===== config.mk =====
export PLATFORM = sky130hd
export DESIGN_NAME = dsm_monitor
export DESIGN_NICKNAME = d
export VERILOG_FILES = /design/src/dsm_pkg.sv /design/src/dsm_monitor.sv /design/src/dsm_qual_timer.sv
export SDC_FILE = /design/constraint.sdc
export NUM_CORES = 1
export LEC_CHECK = 0
export ABC_AREA = 1
export BUFFER_PORTS_ARGS = -buffer_cell sky130_fd_sc_hd__buf_2
export CAP_MARGIN = 40
export CORE_AREA = 10 10 213 155
export DETAILED_ROUTE_END_ITERATION = 6
export DIE_AREA = 0 0 223 165
export PLACE_DENSITY = 0.77
export SKIP_CTS_REPAIR_TIMING = 1
export SYNTH_ARGS = -nofsm -noshare
export SYNTH_HDL_FRONTEND = slang
export SYNTH_SLANG_ARGS = --single-unit

===== constraint.sdc =====
create_clock -name core_clk -period 6.5 [get_ports core_clk]
set_input_delay 1.3 -clock core_clk [delete_from_list [all_inputs] [get_ports core_clk]]
set_output_delay 1.3 -clock core_clk [all_outputs]
set_load 0.01 [all_outputs]

===== src/dsm_pkg.sv =====
/*
 * Shared constants for the drive output signal monitor: output function
 * codes, setting encodings, time base and reset values.
 * Assumes a 100 MHz core clock; settings arrive as plain ports.
 */
package dsm_pkg;
    // Clock and time base
    localparam int CLK_PERIOD_NS = 10;
    localparam int TICK_NS = 10_000_000;
    localparam int TICK_CYCLES = TICK_NS / CLK_PERIOD_NS;
    // Zero-current flag minimum on time, 0.1 s
    localparam int ZC_MIN_HOLD_MS = 100;
    localparam int ZC_MIN_HOLD_TICKS = (ZC_MIN_HOLD_MS * 1_000_000) / TICK_NS;
    // Energy pulse width seen by external counters, 100 ms
    localparam int EP_WIDTH_MS = 100;
    localparam int EP_WIDTH_TICKS = (EP_WIDTH_MS * 1_000_000) / TICK_NS;
    // Hold time value meaning hold until next start
    localparam logic [15:0] HOLD_UNTIL_START = 16'h270F;
    // Energy input is 0.1 Wh units, increment setting is 0.1 kWh units
    localparam logic [31:0] ENERGY_SCALE = 32'h0000_03E8;
    localparam logic [15:0] ENERGY_INC_RESET = 16'h000A;
    // Terminal function codes
    localparam logic [7:0] FN_OC_POS = 8'h0C;
    localparam logic [7:0] FN_OC_NEG = 8'h70;
    localparam logic [7:0] FN_ZC_POS = 8'h0D;
    localparam logic [7:0] FN_ZC_NEG = 8'h71;
    localparam logic [7:0] FN_EP_POS = 8'h4F;
    localparam logic [7:0] FN_EP_NEG = 8'hB3;
    localparam logic [7:0] FN_REM_POS = 8'h60;
    localparam logic [7:0] FN_REM_NEG = 8'hC4;
    localparam logic [7:0] FN_NEG_BASE = 8'h64;
    // Retention select encodings
    localparam logic [7:0] RET_CLR_CLR = 8'h00;
    localparam logic [7:0] RET_KEEP_CLR = 8'h01;
    localparam logic [7:0] RET_CLR_HOLD = 8'h0A;
    localparam logic [7:0] RET_KEEP_HOLD = 8'h0B;
    // Reset values, terminal count and remote data width
    localparam logic [11:0] REM_DATA_RESET = 12'h000;
    localparam logic [7:0] RET_SEL_RESET = 8'h00;
    localparam int NUM_TERM = 2;
    localparam int REM_BITS = 12;
    // Overcurrent flag states, gray along idle -> hold -> latch
    typedef enum logic [1:0] {
        DSM_OC_IDLE = 2'b00,
        DSM_OC_HOLD = 2'b01,
        DSM_OC_LATCH = 2'b11
    } dsm_oc_state_e;
endpackage : dsm_pkg


===== src/dsm_monitor.sv =====
/*
 * Drive output signal monitor: overcurrent and zero-current flags,
 * remote output bits with retention, energy pulse output, and the
 * per-terminal function and polarity mapping.
 * Assumes all inputs come from logic on core_clk; rst is the power-on
 * reset, drive_reset a one-cycle drive reset pulse.
 */
//
// Contract
// - While running, flag overcurrent after current exceeds level longer than delay.
// - Overcurrent flag stays on at least the hold time.
// - Hold value 9999 keeps overcurrent flag until next start.
// - Trip select one trips with fault when flag rises; zero continues.
// - After trip flag holds for hold time, or until reset with 9999.
// - Trip select set while flag on takes effect after flag drops.
// - Overcurrent flag goes to terminals coded 12 or inverted 112.
// - While running, flag zero current after current below level long enough.
// - Zero-current flag stays on at least about 0.1 s.
// - Zero-current flag goes to terminals coded 13 or inverted 113.
// - Zero-current level zero disables zero-current detection.
// - Remote bit one turns its terminal on, zero off, inverted if negative.
// - Remote data holds 0 to 4095, one bit per terminal, link writable.
// - Remote function uses code 96 or inverted 196.
// - Retention 0 or 10: power-on reset clears remote data.
// - Retention 1 or 11: save at power-off, restore at recovery only.
// - Retention 10 or 11 keeps remote data over drive reset.
// - Terminals without remote function ignore remote bits.
// - One energy pulse per crossed multiple of increment after reset.
// - Energy count survives retry and short power dips.
// - Power failure clearing control power restarts energy from zero.
// - Energy pulse goes to terminals coded 79 or inverted 179.
`timescale 1ns/1ps
module dsm_monitor #(
    parameter int TICK_CYCLES = dsm_pkg::TICK_CYCLES
) (
    input wire logic core_clk,                      // System clock, 100 MHz
    input wire logic rst,                           // Power-on reset, sync, active high
    input wire logic drive_reset,                   // Drive reset pulse
    input wire logic running,                       // Drive is running
    input wire logic start_cmd,                     // Start command pulse
    input wire logic [7:0] output_current,          // Output current, percent of rated
    input wire logic energy_valid,                  // Energy sample strobe
    input wire logic [15:0] energy_delta,           // Energy since last sample, 0.1 Wh
    input wire logic [7:0] overcurrent_level,       // Overcurrent level, percent
    input wire logic [15:0] overcurrent_delay,      // Overcurrent delay, 10 ms units
    input wire logic [15:0] overcurrent_hold_time,  // Hold, 10 ms units, 9999 latches
    input wire logic overcurrent_trip_select,       // One trips on overcurrent
    input wire logic [7:0] zero_current_level,      // Zero-current level, percent
    input wire logic [15:0] zero_current_time,      // Zero-current time, 10 ms units
    input wire logic [7:0] remote_retention_select, // Remote retention select
    input wire logic [15:0] energy_increment_setting, // Increment, 0.1 kWh units
    input wire logic rem_wr_en,                     // Link write of remote data
    input wire logic [11:0] rem_wr_data,            // Remote data written by link
    input wire logic power_off_warn,                // Control power is going away
    input wire logic nv_restore_valid,              // Saved remote data presented
    input wire logic [11:0] nv_restore_data,        // Saved remote data
    input wire logic [7:0] first_terminal_function_code,  // First terminal function
    input wire logic [7:0] second_terminal_function_code, // Second terminal function
    input wire logic [1:0] term_other_func,         // Other functions per terminal
    output logic [1:0] term_out_q,                  // Terminal outputs, 1 = on
    output logic overcurrent_detect_flag_q,         // Overcurrent flag
    output logic zero_current_flag_q,               // Zero-current flag
    output logic energy_pulse_out_q,                // Energy pulse
    output logic current_trip_fault_q,              // Overcurrent trip fault
    output logic [11:0] remote_output_data_bits_q,  // Remote output data
    output logic nv_save_q,                         // Save strobe to storage
    output logic [11:0] nv_save_data_q              // Data to save
);
    localparam int TW = $clog2(TICK_CYCLES);

    if (TICK_CYCLES < 2)
    begin : g_bad_tick
        $error("dsm_monitor: TICK_CYCLES must be at least 2");
    end

    // Decode function code of one terminal into its driven level
    function automatic logic term_level(input logic [7:0] code, input logic oc,
                                        input logic zc, input logic ep,
                                        input logic remote_output_function, input logic other);
        logic lvl;
        lvl = other;
        unique case (code)
            dsm_pkg::FN_OC_POS: lvl = oc;
            dsm_pkg::FN_OC_NEG: lvl = !oc;
            dsm_pkg::FN_ZC_POS: lvl = zc;
            dsm_pkg::FN_ZC_NEG: lvl = !zc;
            dsm_pkg::FN_EP_POS: lvl = ep;
            dsm_pkg::FN_EP_NEG: lvl = !ep;
            dsm_pkg::FN_REM_POS: lvl = remote_output_function;
            dsm_pkg::FN_REM_NEG: lvl = !remote_output_function;
            default: lvl = other;
        endcase
        return lvl;
    endfunction : term_level

    // Time base
    logic [TW-1:0] tick_cnt_q;
    logic tick_q;
    wire logic tick_wrap = (tick_cnt_q == TW'(TICK_CYCLES - 1));

    always_ff @(posedge core_clk)
    begin
        if (rst)
        begin
            tick_cnt_q <= '0;
            tick_q <= 1'b0;
        end
        else
        begin
            tick_cnt_q <= tick_wrap ? '0 : tick_cnt_q + 1'b1;
            tick_q <= tick_wrap;
        end
    end

    // Overcurrent detection
    logic oc_exp;
    wire logic oc_cond = running && (output_current > overcurrent_level);

    dsm_qual_timer #(.CW(16)) u_oc_timer (
        .core_clk(core_clk),
        .rst(rst),
        .cond(oc_cond),
        .tick(tick_q),
        .limit(overcurrent_delay),
        .expired_q(oc_exp)
    );

    dsm_pkg::dsm_oc_state_e oc_state_q;
    logic [15:0] oc_hold_cnt_q;
    logic trip_arm_q;
    wire logic hold_latch = (overcurrent_hold_time == dsm_pkg::HOLD_UNTIL_START);
    wire logic hold_done = (oc_hold_cnt_q >= overcurrent_hold_time);
    wire logic oc_rise = (oc_state_q == dsm_pkg::DSM_OC_IDLE) && oc_exp;

    always_ff @(posedge core_clk)
    begin
        if (rst)
        begin
            oc_state_q <= dsm_pkg::DSM_OC_IDLE;
            oc_hold_cnt_q <= '0;
        end
        else if (drive_reset)
        begin
            oc_state_q <= dsm_pkg::DSM_OC_IDLE;
            oc_hold_cnt_q <= '0;
        end
        else
        begin
            unique case (oc_state_q)
                dsm_pkg::DSM_OC_IDLE:
                begin
                    oc_hold_cnt_q <= '0;
                    if (oc_exp)
                        oc_state_q <= hold_latch ? dsm_pkg::DSM_OC_LATCH : dsm_pkg::DSM_OC_HOLD;
                end
                dsm_pkg::DSM_OC_HOLD:
                begin
                    if (tick_q && !hold_done)
                        oc_hold_cnt_q <= oc_hold_cnt_q + 1'b1;
                    if (hold_done && !oc_exp)
                        oc_state_q <= dsm_pkg::DSM_OC_IDLE;
                end
                dsm_pkg::DSM_OC_LATCH:
                begin
                    if (start_cmd && !current_trip_fault_q)
                        oc_state_q <= dsm_pkg::DSM_OC_IDLE;
                end
                default: oc_state_q <= dsm_pkg::DSM_OC_IDLE;
            endcase
        end
    end

    // Trip selection and fault
    always_ff @(posedge core_clk)
    begin
        if (rst)
        begin
            trip_arm_q <= 1'b0;
            current_trip_fault_q <= 1'b0;
        end
        else
        begin
            // selection sampled only while flag off
            if (oc_state_q == dsm_pkg::DSM_OC_IDLE)
                trip_arm_q <= overcurrent_trip_select;
            // trip on flag rise, set wins over reset
            if (oc_rise && trip_arm_q)
                current_trip_fault_q <= 1'b1;
            else if (drive_reset)
                current_trip_fault_q <= 1'b0;
        end
    end

    // Zero-current detection
    logic zc_exp;
    logic [7:0] zc_hold_cnt_q;
    wire logic zc_cond = running && (zero_current_level != 8'h00)
                         && (output_current < zero_current_level);
    wire logic zc_min_done = (zc_hold_cnt_q >= 8'(dsm_pkg::ZC_MIN_HOLD_TICKS));

    dsm_qual_timer #(.CW(16)) u_zc_timer (
        .core_clk(core_clk),
        .rst(rst),
        .cond(zc_cond),
        .tick(tick_q),
        .limit(zero_current_time),
        .expired_q(zc_exp)
    );

    always_ff @(posedge core_clk)
    begin
        if (rst || drive_reset)
        begin
            zero_current_flag_q <= 1'b0;
            zc_hold_cnt_q <= '0;
        end
        else if (!zero_current_flag_q)
        begin
            zero_current_flag_q <= zc_exp;
            zc_hold_cnt_q <= '0;
        end
        else
        begin
            if (tick_q && !zc_min_done)
                zc_hold_cnt_q <= zc_hold_cnt_q + 1'b1;
            if (zc_min_done && !zc_exp)
                zero_current_flag_q <= 1'b0;
        end
    end

    // Remote output data with retention
    wire logic ret_keep_pwr = (remote_retention_select == dsm_pkg::RET_KEEP_CLR)
                              || (remote_retention_select == dsm_pkg::RET_KEEP_HOLD);
    wire logic ret_hold_drv = (remote_retention_select == dsm_pkg::RET_CLR_HOLD)
                              || (remote_retention_select == dsm_pkg::RET_KEEP_HOLD);

    always_ff @(posedge core_clk)
    begin
        if (rst)
        begin
            remote_output_data_bits_q <= dsm_pkg::REM_DATA_RESET;
            nv_save_q <= 1'b0;
            nv_save_data_q <= dsm_pkg::REM_DATA_RESET;
        end
        else
        begin
            if (rem_wr_en)
                remote_output_data_bits_q <= rem_wr_data;
            else if (nv_restore_valid && ret_keep_pwr)
                remote_output_data_bits_q <= nv_restore_data;
            else if (drive_reset && !ret_hold_drv)
                remote_output_data_bits_q <= dsm_pkg::REM_DATA_RESET;
            nv_save_q <= power_off_warn && ret_keep_pwr;
            if (power_off_warn && ret_keep_pwr)
                nv_save_data_q <= remote_output_data_bits_q;
        end
    end

    // Energy accumulation and pulse
    logic [31:0] energy_acc_q;
    logic ep_pend_q;
    logic [7:0] ep_cnt_q;
    wire logic [31:0] energy_thresh = 32'(energy_increment_setting * dsm_pkg::ENERGY_SCALE);
    wire logic [31:0] energy_sum = energy_acc_q + {16'h0000, energy_delta};
    wire logic energy_cross = energy_valid && (energy_thresh != 32'h0000_0000)
                              && (energy_sum >= energy_thresh);
    wire logic ep_last = tick_q && (ep_cnt_q == 8'(dsm_pkg::EP_WIDTH_TICKS - 1));

    always_ff @(posedge core_clk)
    begin
        // only resets clear, not retry or restart
        if (rst || drive_reset)
            energy_acc_q <= 32'h0000_0000;
        else if (energy_cross)
            energy_acc_q <= energy_sum - energy_thresh;
        else if (energy_valid)
            energy_acc_q <= energy_sum;
    end

    always_ff @(posedge core_clk)
    begin
        if (rst || drive_reset)
        begin
            ep_pend_q <= 1'b0;
            ep_cnt_q <= '0;
            energy_pulse_out_q <= 1'b0;
        end
        else
        begin
            if (energy_cross)
                ep_pend_q <= 1'b1;
            else if (!energy_pulse_out_q)
                ep_pend_q <= 1'b0;
            if (!energy_pulse_out_q)
            begin
                energy_pulse_out_q <= ep_pend_q;
                ep_cnt_q <= '0;
            end
            else if (ep_last)
                energy_pulse_out_q <= 1'b0;
            else if (tick_q)
                ep_cnt_q <= ep_cnt_q + 1'b1;
        end
    end

    always_ff @(posedge core_clk)
    begin
        if (rst)
            overcurrent_detect_flag_q <= 1'b0;
        else
            overcurrent_detect_flag_q <= (oc_state_q != dsm_pkg::DSM_OC_IDLE) || oc_rise;
    end

    // Terminal mapping
    wire logic [7:0] term_code [2];
    assign term_code[0] = first_terminal_function_code;
    assign term_code[1] = second_terminal_function_code;

    for (genvar gi = 0; gi < dsm_pkg::NUM_TERM; gi++)
    begin : g_term
        // zero current on 13 or 113
        // energy pulse on 79 or 179
        wire logic lvl = term_level(term_code[gi], overcurrent_detect_flag_q,
                                    zero_current_flag_q, energy_pulse_out_q,
                                    remote_output_data_bits_q[gi], term_other_func[gi]);
        always_ff @(posedge core_clk)
        begin
            if (rst)
                term_out_q[gi] <= 1'b0;
            else
                term_out_q[gi] <= lvl;
        end
    end
endmodule : dsm_monitor


===== src/dsm_qual_timer.sv =====
/*
 * Qualification timer: reports expiry once a condition has held for
 * a programmed number of time-base ticks.
 * Assumes cond and tick come from logic on the same clock.
 */
`timescale 1ns/1ps
module dsm_qual_timer #(
    parameter int CW = 16
) (
    input wire logic core_clk,          // System clock
    input wire logic rst,               // Synchronous reset, active high
    input wire logic cond,              // Qualifying condition level
    input wire logic tick,              // Time-base tick pulse
    input wire logic [CW-1:0] limit,    // Ticks the condition must last
    output logic expired_q              // Condition held long enough
);
    logic [CW-1:0] cnt_q;
    logic [CW-1:0] cnt_d;
    wire logic reached = (cnt_q >= limit);

    if (CW < 2)
    begin : g_bad_width
        $error("dsm_qual_timer: CW must be at least 2");
    end

    assign cnt_d = !cond ? '0 : ((tick && !reached) ? cnt_q + 1'b1 : cnt_q);

    always_ff @(posedge core_clk)
    begin
        if (rst)
        begin
            cnt_q <= '0;
            expired_q <= 1'b0;
        end
        else
        begin
            cnt_q <= cnt_d;
            expired_q <= cond && reached;
        end
    end
endmodule : dsm_qual_timer


==> impl_metrics.ini <==
[synthesis]
ys_top_cells_by_area = dfxtp_1 (20%), nand2_1 (14%), ha_1 (13%), inv_1 (11%), fa_1 (7.3%)
muxShareOfSynthArea_pct = 0
avgSynthCellArea_um2 = 6.45
synth-edff-count = 0
yosysMostFrequentCell = nand2_1
netlist_area_mm2 = 0.0153
async_flop_share_pct = 0
yosysSeqAreaShare_pct = 20.1
synth_top_cell_area_share_pct = 20.1
ys_seq_elements = 154
synthAdderAreaFrac_pct = 20.6
synth_cell_types = 49
ys.flop_type = dfxtp_1
ys.warnings.count = 0
syn_inst = 2378
yosys.area_share.simple_pct = 32.6
synth_top_family_by_area = simple AND/OR/NAND/NOR gates
synth_xor_area_share_pct = 3.77
yosysTopAreaCell = dfxtp_1
synth_common_cells = nand2_1 (567), inv_1 (468), nor2_1 (222)
synth-compound-area-share_pct = 10.2
synth_nets = 2761

[grt]
grt_usage_pct = 23.6
antenna_found_initial = 2
grt_pass1_vias = 15200
grt_overflow = 0
grt_pass1_wl_mm = 73.0
grt_max_degree = 54

[floorplanning]
core_mm2 = 0.0287
die_w_um = 223
num_rows = 52
die-area_mm2 = 0.0368
start_util_pct = 53.5
io_pins = 195
die_height_um = 165

[timing]
fmax_mhz = 159
rsz0062_at_grt = true
finClkSkew_ps = 16.1
fin_setup_tns_ps = 0
slew_headroom_pct = 40.3
whs_ps = 427
hold_viol_final = 0
worst_pin_slew_ps = 895
post-route-period-util_pct = 97.0
postLayoutSetupSlackWorst_ps = 195
final-setup-viol-count = 0
maxSlewViolCount = 0
fin_crit_ps = 6300

[setup_path]
slowest_stage = fa_1
cp.arrival_ps = 6640
start_kind = input pin
worstSetupPathType = in -> reg
cpMostUsedCell = nand2_1
cp_slowest_stage_delay_ps = 550
crit_required_ps = 6830
path_max_fanout = 8
cp-end-kind = flop

[clock_network]
cts_made_buffers = 17
cts_sinks = 154
htree_levels = 4
clk_path_buf_depth = 2
clk_pin_slew_ps = 60
cts_root_buf = clkbuf_16
cts_tree = yes
clock_latency_ps = 440

[cells_and_area]
post-route-cell-area_mm2 = 0.0187
nFillCells = 2553
drive_gt1_share_pct = 17.5
fin_util_pct = 65.2
stdcell_count = 3068
fin_nets = 3059
area_growth_pct = 21.9

[routing]
avgViaCountPerCell = 5.27
wire_per_inst_um = 15.0
vias = 16200
routed_wl_mm = 46.0
drc_errors = 0
firstDrtPassIters = 6
drt_iter0_drc = 1410
antenna_left = 0

[place]
preCtsSetupSlack_ps = -508
gp_congestion = 0.934
dp.cells = 3028
numPortBuffers = 194
dpl_cell_area_mm2 = 0.0175
dp_hpwl_mm = 37.4

[power_and_ir_drop]
powerDensity_mw_per_mm2 = 472
finalPower_mw = 8.83
power_leakage_nw = 9.55
ir_drop_mv = 0.443

[job]
timing.max_cap.violations = 0

[outcome]
status = complete, no violations

[worst_hold_path]
hp-class = reg -> reg
-- final timing paths --
kind	startpoint	to	slack (ps)	cells after the start
min	zc_hold_cnt_q[5]$_SDFFE_PP0P_	zc_hold_cnt_q[5]$_SDFFE_PP0P_	430	2
min reg2reg	zc_hold_cnt_q[5]$_SDFFE_PP0P_	zc_hold_cnt_q[5]$_SDFFE_PP0P_	430	2
max reg2reg	energy_acc_q[0]$_SDFFE_PP0P_	energy_acc_q[31]$_SDFFE_PP0P_	2350	27
max	energy_increment_setting[3]	energy_acc_q[31]$_SDFFE_PP0P_	200	31
-- worst max-delay path, delay by kind of cell --
family	cells	cell delay [ps]
simple gates	17	1960
buf+inv	8	690
fa+ha+maj	6	2660
-- routing by layer --
metal / vias to the layer above / track usage (%) / part of all wire, % / wire length (µm)
li1: 8200 / - / - / -
met1: 7380 / 33.7 / 48 / 21900
met2: 547 / 36.6 / 44 / 20100
met3: 43 / 4.43 / 7.5 / 3440
met4: 2 / 4.20 / 0.96 / 440
met5: - / 0 / 0.028 / 13
-- state kept, by name, indices dropped and copies added (netlist names), 8 cells and up --
signal,cells
remote_output_data_bits_q,12
energy_acc_q,32
oc_hold_cnt_q,16
u_zc_timer.cnt_q,16
nv_save_data_q,12
u_oc_timer.cnt_q,16
zc_hold_cnt_q,8
ep_cnt_q,8
tick_cnt_q,20
-- area by class of cell --
type	instances	area, µm²	area share [%]
sequential	154	3080	16.5
antenna	1	2.50	0.0134
timing repair buffer	315	1950	10.4
inverter	474	1780	9.51
multi-input combinational	1714	10800	57.8
clock inverter	13	158	0.843
clock buffer	19	443	2.37
tap	378	473	2.53
-- placed cells by master (no fill, tap or decap), types with 8 or more instances in the layout --
cell / Yosys / final
buf_2: 9 / 194
inv_1: 468 / 463
nand2_2: 12 / 26
nand2_1: 567 / 550
clkbuf_16: 0 / 19
xor2_1: 46 / 45
nor2_1: 222 / 206
ha_1: 163 / 141
inv_2: 5 / 10
nor2_2: 8 / 20
nand4_1: 61 / 61
nor3b_1: 8 / 8
nand3_1: 139 / 133
nor4_1: 19 / 18
o21ai_0: 70 / 69
dfxtp_1: 154 / 154
fa_1: 56 / 56
nand3_2: 5 / 10
ha_4: 0 / 22
buf_4: 2 / 114
nor3_1: 62 / 60
a31oi_1: 18 / 18
a21oi_1: 158 / 151
xnor2_1: 20 / 20
nand3b_1: 19 / 19
-- report_power, final --
group,internal (mW),leakage (nW),switching [mW]
sequential,0.995,1.25,0.0511
combinational,3.06,8.01,3.69
clock,0.587,0.290,0.443
-- kinds of logic after synthesis --
| family | Yosys count |
|---|---|
| AO/OA/AOI/OAI | 286 |
| XOR/XNOR | 66 |
| adder cells (fa/ha/maj) | 219 |
| buffers and inverters | 510 |
| flip-flops | 154 |
| AND/OR/NAND/NOR | 1143 |
(Power assumes the default switching activity.)
